File: config.mk
export PLATFORM = sky130hd
export DESIGN_NAME = timer_event_counter
export DESIGN_NICKNAME = d
export VERILOG_FILES = /design/src/include/tec_pkg.sv /design/src/rtl/tec_prescaler.sv /design/src/rtl/timer_event_counter.sv
export SDC_FILE = /design/constraint.sdc
export NUM_CORES = 1
export LEC_CHECK = 0
export BUFFER_PORTS_ARGS = -buffer_cell sky130_fd_sc_hd__buf_2
export CORE_MARGIN = 2
export CORE_UTILIZATION = 40
export CTS_BUF_LIST = sky130_fd_sc_hd__clkbuf_8
export DETAILED_ROUTE_END_ITERATION = 8
export PLACE_DENSITY_LB_ADDON = 0.12
export SETUP_SLACK_MARGIN = 0.2
export SLEW_MARGIN = 20
export SYNTH_ARGS = -nofsm -noshare
export SYNTH_HDL_FRONTEND = slang
export SYNTH_SLANG_ARGS = --single-unit
export TNS_END_PERCENT = 50
File: constraint.sdc
create_clock -name clk_sys -period 3.75 [get_ports clk_sys]
set_clock_uncertainty 0.15 [all_clocks]
set_input_delay 0.5625 -clock clk_sys [delete_from_list [all_inputs] [get_ports clk_sys]]
set_output_delay 0.5625 -clock clk_sys [all_outputs]
set_load 0.02 [all_outputs]
File: src/include/tec_pkg.sv
// Package: register map, field layout and reset values of the event counter
package tec_pkg;
   localparam logic [7:0] ADDR_COUNT_HIGH = 8'h0C;
   localparam logic [7:0] ADDR_COUNT_LOW  = 8'h0D;
   localparam logic [7:0] ADDR_CONTROL    = 8'h0E;
   localparam logic [7:0] ADDR_IRQ_CTRL   = 8'h0F;
   localparam logic [7:0] ADDR_PIN_CTRL   = 8'h10;
   localparam logic [7:0] CONTROL_RESET   = 8'h08;
   localparam logic [7:0] CONTROL_WMASK   = 8'hDF;
   localparam int         POS_RUN         = 4;
   localparam int         POS_EDGE        = 3;
   localparam int         POS_FLAG        = 5;
   localparam int         POS_IRQ_EN      = 0;
   localparam int         POS_TONE_SEL    = 0;
   localparam int         POS_PIN_OUT     = 1;
   localparam int         POS_PIN_LATCH   = 2;
   localparam logic [1:0] MODE_EVENT      = 2'h1;
   localparam logic [1:0] MODE_TIMER      = 2'h2;
   localparam logic [1:0] MODE_PULSE      = 2'h3;
   localparam int         PRESCALE_W      = 7;

   typedef struct packed {
      logic [1:0] mode;
      logic       zero_bit;
      logic       run_bit;
      logic       edge_select;
      logic [2:0] prescale_select;
   } control_t;

   typedef struct packed {
      logic [7:0] addr;
      logic [7:0] wdata;
      logic       wr;
      logic       rd;
   } bus_req_t;
endpackage : tec_pkg

File: src/rtl/tec_prescaler.sv
// Prescaler producing a one-cycle tick at the selected core clock division
module tec_prescaler (
   input  wire logic       clk_sys,
   input  wire logic       rst,
   input  wire logic [2:0] prescale_select,
   output logic            tick
);
   logic [tec_pkg::PRESCALE_W-1:0] count;

   always_ff @(posedge clk_sys or posedge rst) begin
      if (rst) begin
         count <= '0;
      end else begin
         count <= count + 7'h01;
      end
   end

   // Divide 1,2,4,16,32,64,128; code 5 is undefined and gives no ticks
   always_comb begin
      unique case (prescale_select)
         3'h0: tick = 1'b1;
         3'h1: tick = (count[0] == 1'h1);
         3'h2: tick = (count[1:0] == 2'h3);
         3'h3: tick = (count[3:0] == 4'hF);
         3'h4: tick = (count[4:0] == 5'h1F);
         3'h6: tick = (count[5:0] == 6'h3F);
         3'h7: tick = (count == 7'h7F);
         default: tick = 1'b0;
      endcase
   end
endmodule : tec_prescaler

File: src/rtl/timer_event_counter.sv
// Sixteen-bit timer, event counter and pulse-width meter with register port
// Functional notes
// - Sixteen-bit up-counter clocked by pin edges or prescaled core clock.
// - Low byte write fills buffer; high byte write loads preload with buffer.
// - High byte read returns upper count, copies lower count into buffer.
// - Low byte read returns the holding buffer, not the live count.
// - Control bits 7:6 pick event, timer or pulse-width mode.
// - Event/timer count up; at all-ones reload preload and set flag.
// - Pulse mode starts on chosen edge, stops and clears run at return.
// - After one measurement, result held; edges ignored until run set.
// - Pulse mode starts only on an edge, never on a level.
// - Overflow during pulse measurement reloads and raises flag as usual.
// - Control bit 4 is run: one counts, zero stops.
// - Event and timer modes never clear run by themselves.
// - Overflow pulses a wake-up output for the halted core.
// - Clearing the overflow interrupt enable blocks the interrupt request.
// - Preload write while stopped also loads the counter.
// - High byte read blocks the counter clock for that cycle.
// - Bits 2:0 choose divide 1,2,4,16,32,64,128; code 101 undefined.
// - Control bit 3: zero rising active edge, one falling; pulse mode reverses this.
// - Control bit 5 is unused and reads zero.
// - Tone on pin output only when selected, output mode, latch one.
// - Tone toggles on each overflow, half the overflow rate.
//
// Our own choice: strobed register access.
module timer_event_counter (
   input  wire logic       clk_sys,
   input  wire logic       rst,
   input  wire logic [7:0] addr,
   input  wire logic [7:0] wdata,
   input  wire logic       wr,
   input  wire logic       rd,
   input  wire logic       event_input_pin,
   output logic [7:0]      rdata,
   output logic            overflow_irq,
   output logic            wake_up,
   output logic            tone_shared_pin,
   output logic            tone_shared_pin_oe_n
);
   tec_pkg::control_t counter_control;
   tec_pkg::bus_req_t req;
   logic [15:0] count;
   logic [15:0] preload;
   logic [7:0]  low_buffer;
   logic        overflow_flag;
   logic        overflow_irq_enable;
   logic        tone_select;
   logic        pin_is_output;
   logic        pin_latch;
   logic        overflow_tone;
   logic        pin_prev;
   logic        measuring;
   logic        tick;
   logic        rise;
   logic        fall;
   logic        active_edge;
   logic        step;
   logic        overflow;
   logic        measure_done;
   logic        blocked;
   logic        wr_high;
   logic        rd_high;
   logic        post_level;
   logic        pulse_mode;
   logic        fall_active;
   logic        ctrl_wr;

   assign req = '{addr: addr, wdata: wdata, wr: wr, rd: rd};

   function automatic logic hit(input tec_pkg::bus_req_t r, input logic [7:0] a);
      hit = (r.addr == a);
   endfunction : hit

   assign wr_high = req.wr && hit(req, tec_pkg::ADDR_COUNT_HIGH);
   assign rd_high = req.rd && hit(req, tec_pkg::ADDR_COUNT_HIGH);

   tec_prescaler u_prescaler (
      .clk_sys         (clk_sys),
      .rst             (rst),
      .prescale_select (counter_control.prescale_select),
      .tick            (tick)
   );

   always_ff @(posedge clk_sys or posedge rst) begin
      if (rst) begin
         pin_prev <= 1'b0;
      end else begin
         pin_prev <= event_input_pin;
      end
   end

   // Pin taken as synchronous; edges come from one registered copy
   assign rise        = event_input_pin && !pin_prev;
   assign fall        = !event_input_pin && pin_prev;
   // Pulse mode reads the edge bit the other way round from event mode
   assign pulse_mode  = (counter_control.mode == tec_pkg::MODE_PULSE);
   assign fall_active = counter_control.edge_select ^ pulse_mode;
   assign active_edge = fall_active ? fall : rise;
   assign post_level  = !fall_active;
   assign ctrl_wr     = req.wr && hit(req, tec_pkg::ADDR_CONTROL);
   assign blocked     = rd_high;

   // Count step by mode; run gates every mode
   always_comb begin
      step = 1'b0;
      if (counter_control.run_bit && !blocked) begin
         unique case (counter_control.mode)
            tec_pkg::MODE_EVENT: step = active_edge;
            tec_pkg::MODE_TIMER: step = tick;
            tec_pkg::MODE_PULSE: step = measuring && tick &&
                                        (event_input_pin == post_level);
            default: step = 1'b0;
         endcase
      end
   end

   assign overflow = step && (count == 16'hFFFF);

   // Measurement ends when the pin leaves the level after the start edge
   assign measure_done = (counter_control.mode == tec_pkg::MODE_PULSE) && measuring &&
                         counter_control.run_bit &&
                         (event_input_pin != post_level);

   always_ff @(posedge clk_sys or posedge rst) begin
      if (rst) begin
         measuring <= 1'b0;
      end else if (counter_control.mode != tec_pkg::MODE_PULSE ||
                   !counter_control.run_bit) begin
         measuring <= 1'b0;
      end else if (measure_done) begin
         measuring <= 1'b0;
      end else if (!measuring && active_edge) begin
         measuring <= 1'b1;
      end
   end

   // Control register; hardware clear of run only in pulse mode
   always_ff @(posedge clk_sys or posedge rst) begin
      if (rst) begin
         counter_control <= tec_pkg::CONTROL_RESET;
      end else if (req.wr && hit(req, tec_pkg::ADDR_CONTROL)) begin
         counter_control <= req.wdata & tec_pkg::CONTROL_WMASK;
      end else if (measure_done) begin
         counter_control.run_bit <= 1'b0;
      end
   end

   always_ff @(posedge clk_sys or posedge rst) begin
      if (rst) begin
         preload <= 16'h0000;
      end else if (wr_high) begin
         preload <= {req.wdata, low_buffer};
      end
   end

   always_ff @(posedge clk_sys or posedge rst) begin
      if (rst) begin
         low_buffer <= 8'h00;
      end else if (req.wr && hit(req, tec_pkg::ADDR_COUNT_LOW)) begin
         low_buffer <= req.wdata;
      end else if (rd_high) begin
         low_buffer <= count[7:0];
      end
   end

   always_ff @(posedge clk_sys or posedge rst) begin
      if (rst) begin
         count <= 16'h0000;
      end else if (wr_high && !counter_control.run_bit) begin
         count <= {req.wdata, low_buffer};
      end else if (overflow) begin
         count <= preload;
      end else if (step) begin
         count <= count + 16'h0001;
      end
   end

   // Interrupt control: hardware set beats software clear
   always_ff @(posedge clk_sys or posedge rst) begin
      if (rst) begin
         overflow_flag       <= 1'b0;
         overflow_irq_enable <= 1'b0;
      end else begin
         if (req.wr && hit(req, tec_pkg::ADDR_IRQ_CTRL)) begin
            overflow_irq_enable <= req.wdata[tec_pkg::POS_IRQ_EN];
         end
         if (overflow) begin
            overflow_flag <= 1'b1;
         end else if (req.wr && hit(req, tec_pkg::ADDR_IRQ_CTRL)) begin
            overflow_flag <= req.wdata[tec_pkg::POS_FLAG];
         end
      end
   end

   always_ff @(posedge clk_sys or posedge rst) begin
      if (rst) begin
         overflow_irq <= 1'b0;
         wake_up      <= 1'b0;
      end else begin
         overflow_irq <= (overflow_flag || overflow) && overflow_irq_enable;
         wake_up      <= overflow;
      end
   end

   always_ff @(posedge clk_sys or posedge rst) begin
      if (rst) begin
         overflow_tone <= 1'b0;
      end else if (overflow) begin
         overflow_tone <= !overflow_tone;
      end
   end

   always_ff @(posedge clk_sys or posedge rst) begin
      if (rst) begin
         tone_select   <= 1'b0;
         pin_is_output <= 1'b0;
         pin_latch     <= 1'b1;
      end else if (req.wr && hit(req, tec_pkg::ADDR_PIN_CTRL)) begin
         tone_select   <= req.wdata[tec_pkg::POS_TONE_SEL];
         pin_is_output <= req.wdata[tec_pkg::POS_PIN_OUT];
         pin_latch     <= req.wdata[tec_pkg::POS_PIN_LATCH];
      end
   end

   // Latch gates the tone; input mode leaves the pin undriven
   always_ff @(posedge clk_sys or posedge rst) begin
      if (rst) begin
         tone_shared_pin      <= 1'b0;
         tone_shared_pin_oe_n <= 1'b1;
      end else begin
         tone_shared_pin_oe_n <= !pin_is_output;
         tone_shared_pin      <= tone_select ? (pin_latch && overflow_tone)
                                             : pin_latch;
      end
   end

   always_ff @(posedge clk_sys or posedge rst) begin
      if (rst) begin
         rdata <= 8'h00;
      end else if (req.rd) begin
         unique case (req.addr)
            tec_pkg::ADDR_COUNT_HIGH: rdata <= count[15:8];
            tec_pkg::ADDR_COUNT_LOW:  rdata <= low_buffer;
            tec_pkg::ADDR_CONTROL:    rdata <= counter_control & tec_pkg::CONTROL_WMASK;
            tec_pkg::ADDR_IRQ_CTRL:   rdata <= {2'h0, overflow_flag, 4'h0,
                                                overflow_irq_enable};
            tec_pkg::ADDR_PIN_CTRL:   rdata <= {5'h00, pin_latch, pin_is_output,
                                                tone_select};
            default:                  rdata <= 8'h00;
         endcase
      end else begin
         rdata <= 8'h00;
      end
   end
endmodule : timer_event_counter

==> impl_metrics.yaml <==
drt:
  wl_mm: 8.86
  drc_errors: 0
  vias: 2746
  drt-pass1-iter-count: 5
  post_drt_wl_per_cell_um: 18.2
  drtIter0Drc: 80
  via_per_inst: 5.63
  antenna_left: 0
power_and_ir_drop:
  irDropWorstVdd_v: 0.000152
  power.leakage_nw: 1.96
  power.density_nw_per_um2: 379
worst_setup_path:
  critPathKind: "reg -> reg"
  startpoint_type: "flop"
  crit_cells: 7
  r2r_cells: 7
  required_ns: 3.83
  critPathSlowestCell: "a211o_4"
  end_kind: "flop"
  cp_slowest_stage_delay_ns: 0.48
  critical_path_buf_inv_count: 0
  cp.arrival_ns: 2.48
  critPathMaxFanout: 24
  crit_chain: "ha_1, nand3_2, nor3_2, o32ai_1, a211o_4, and2_4, a221o_1"
  cpLargestDelayFamily: "compound AO/OA/AOI/OAI gates"
yosys:
  synthFlopType: "dfrtp_1"
  synthMuxAreaShare_pct: 11.2
  synth_top_family_by_area: "simple AND/OR/NAND/NOR gates"
  synthSimpleGateAreaFrac_pct: 16.7
  synth_compound_area_share_pct: 14.1
  synth_top_cell_by_area: "dfrtp_1"
  avgSynthCellArea_sq_um: 10.8
  netlist-cell-type-count: 52
  yosysSeqAreaShare_pct: 50.2
  synthTopCellsByArea: "dfrtp_1, mux2_2, nand2_1"
  mappedNetlistNets: 366
  synthesis.area_sq_um: 3700
  synth-edff-count: 0
  synth_xor_area_share_pct: 3.55
  synth_top_area_share_pct: 48.0
  yosys_warnings: 0
  async_flop_share_pct: 100
  synth_cells: 342
  synth_seq_cells: 74
  synthAdderAreaFrac_pct: 1.01
global_routing:
  grt_max_degree: 75
  antenna_found_initial: 0
  grt.overflow.total: 0
  grt_pass1_vias: 2784
  grt_first_pass_wirelength_mm: 14.8
  track_usage_pct: 19.3
die:
  fp.dieW_um: 100
  die-area_sq_um: 10000
  io_pins: 33
  start_util_pct: 40.6
  coreArea_sq_um: 9110
  dieHeight_um: 100
  num_rows: 35
clock_tree:
  insertion_delay_ns: 0.36
  cts_sinks: 74
  cts_buffers: 9
  cts_resized: 0
  cts_tree: "built"
  path_clk_slew_ns: 0.08
  cts_buffer_depth: 2
  cts_hold_buf: 0
  root_buffer: "clkbuf_8"
  h-tree-depth: 3
  cts_setup_buffers: 0
finish:
  n_fill_cell: 883
  final_common_cell: "dfrtp_1"
  syn_to_final_growth_pct: 12.3
  nets: 396
  finish.instance_area_sq_um: 4160
  diodes: 0
  layout_common_cells: "dfrtp_1, nand2_1, buf_2"
  drive_gt1_share_pct: 23.6
job:
  cap_violations: 0
timing:
  hold_viol_final: 0
  clock.fmax_ghz: 0.418
  setup_viol: 0
  rsz0062_at_grt: "no"
  min_period_over_period_pct: 63.8
  finalCriticalPeriod_ns: 2.39
  maxSlewHeadroom_pct: 25.0
  tns_ns: 0
  worstMarginPinSlew_ns: 1.12
  finalMaxSlewViolations: 0
  fin_ws_ns: 1.36
place:
  hpwlAfterDp_mm: 6.20
  gp_congestion: 0.810
  io_buffers: 32
  place_ws_ns: 1.04
  dpl_cell_area_sq_um: 3960
status:
  status: "complete, no violations"
worst_hold_path:
  hold_class: "in -> async"
routing by layer:
| metal | wire (um) | global-route usage [%] | part of all wire, % | vias to the layer above |
|---|---|---|---|---|
| li1 | - | - | - | 1315 |
| met2 | 4100 | 29.8 | 46 | 44 |
| met4 | 134 | 6.64 | 1.5 | 0 |
| met5 | 0 | 0 | 0 | - |
| met1 | 4330 | 27.2 | 49 | 1375 |
| met3 | 291 | 4.04 | 3.3 | 12 |
power by group:
part | internal (mW) | leakage [nW] | switching, mW | total [mW]
Sequential | 0.823 | 0.990 | 0.0313 | 0.854
Combinational | 0.0401 | 0.868 | 0.0566 | 0.0967
Clock | 0.321 | 0.0995 | 0.303 | 0.624
Total | 1.18 | 1.96 | 0.391 | 1.57
cells by family after synthesis:
kind of cell	after synthesis
AOI/OAI and AO/OA	71
adders and majority gates	3
buffers and inverters	27
and+or+nand+nor	115
xor gates and xnor gates	15
DFF	74
muxes	37
worst paths after layout:
check	startpoint	slack [ns]	endpoint
worst max-delay path	u_prescaler.count[0]$_DFF_PP0_	1.36	count[3]$_DFFE_PP0P_
worst min-delay path	rst	0.11	rdata[3]$_DFF_PP0_
worst max register to register	u_prescaler.count[0]$_DFF_PP0_	1.36	count[3]$_DFFE_PP0P_
worst min register to register	pin_is_output$_DFFE_PP0P_	0.27	tone_shared_pin_oe_n$_DFF_PP1_
max in group asynchronous	rst	2.94	counter_control[3]$_DFFE_PP1P_
min in group clk_sys	event_input_pin	0.23	pin_prev$_DFF_PP0_
per-stage QoR:
step / hold slack [ns] / power (mW) / instances / util [%]
after global routing: 0.130 / 1.64 / 488 / 45.6
after detailed placement: 0.255 / 0.967 / 472 / 43.5
after CTS: 0.141 / 1.59 / 488 / 45.6
final: 0.107 / 1.57 / 488 / 45.6
after floorplan: 0.226 / 0.918 / 342 / -
after global placement: 0.247 / 0.966 / 472 / 43.5
registers in the layout (all words and copies together), names as in the netlist, 7 cells and up:
register and count:
u_prescaler.count 7, preload 16, rdata 8, counter_control 7, count 16, low_buffer 8
Yosys cell counts, types with 2 or more instances:
master / number
and4b_1: 2
nor3_1: 4
a22oi_1: 10
and4_1: 5
dfrtp_1: 71
dfstp_2: 3
nand2_1: 35
ha_1: 3
a21oi_1: 17
clkbuf_1: 8
nor2b_1: 2
a211oi_1: 6
buf_2: 5
nor3b_1: 3
mux2_2: 25
a31oi_1: 5
nand3_1: 13
o21ai_0: 6
a221o_1: 12
nand3_2: 2
nor2_1: 26
and3_1: 5
xnor2_1: 8
buf_1: 2
inv_1: 10
xor2_1: 7
nand4_1: 6
a2bb2oi_1: 3
o211ai_1: 2
a211o_1: 2
and2_1: 3
mux2i_1: 11
tightest hold or removal path, stage by stage:
cell and delay, ns:
buf_2 0.10, inv_2 0.06, buf_12 0.32
layout make-up:
type / instances / area (sq um) / area share [%]
clock buffer: 10 / 138 / 3.31
clock inverter: 6 / 58.8 / 1.42
inverter: 10 / 37.5 / 0.903
multi-input combinational: 241 / 1720 / 41.5
sequential: 74 / 1860 / 44.7
tap: 111 / 139 / 3.34
timing repair buffer: 36 / 203 / 4.88
No activity file was read; power rests on OpenSTA's default activity.
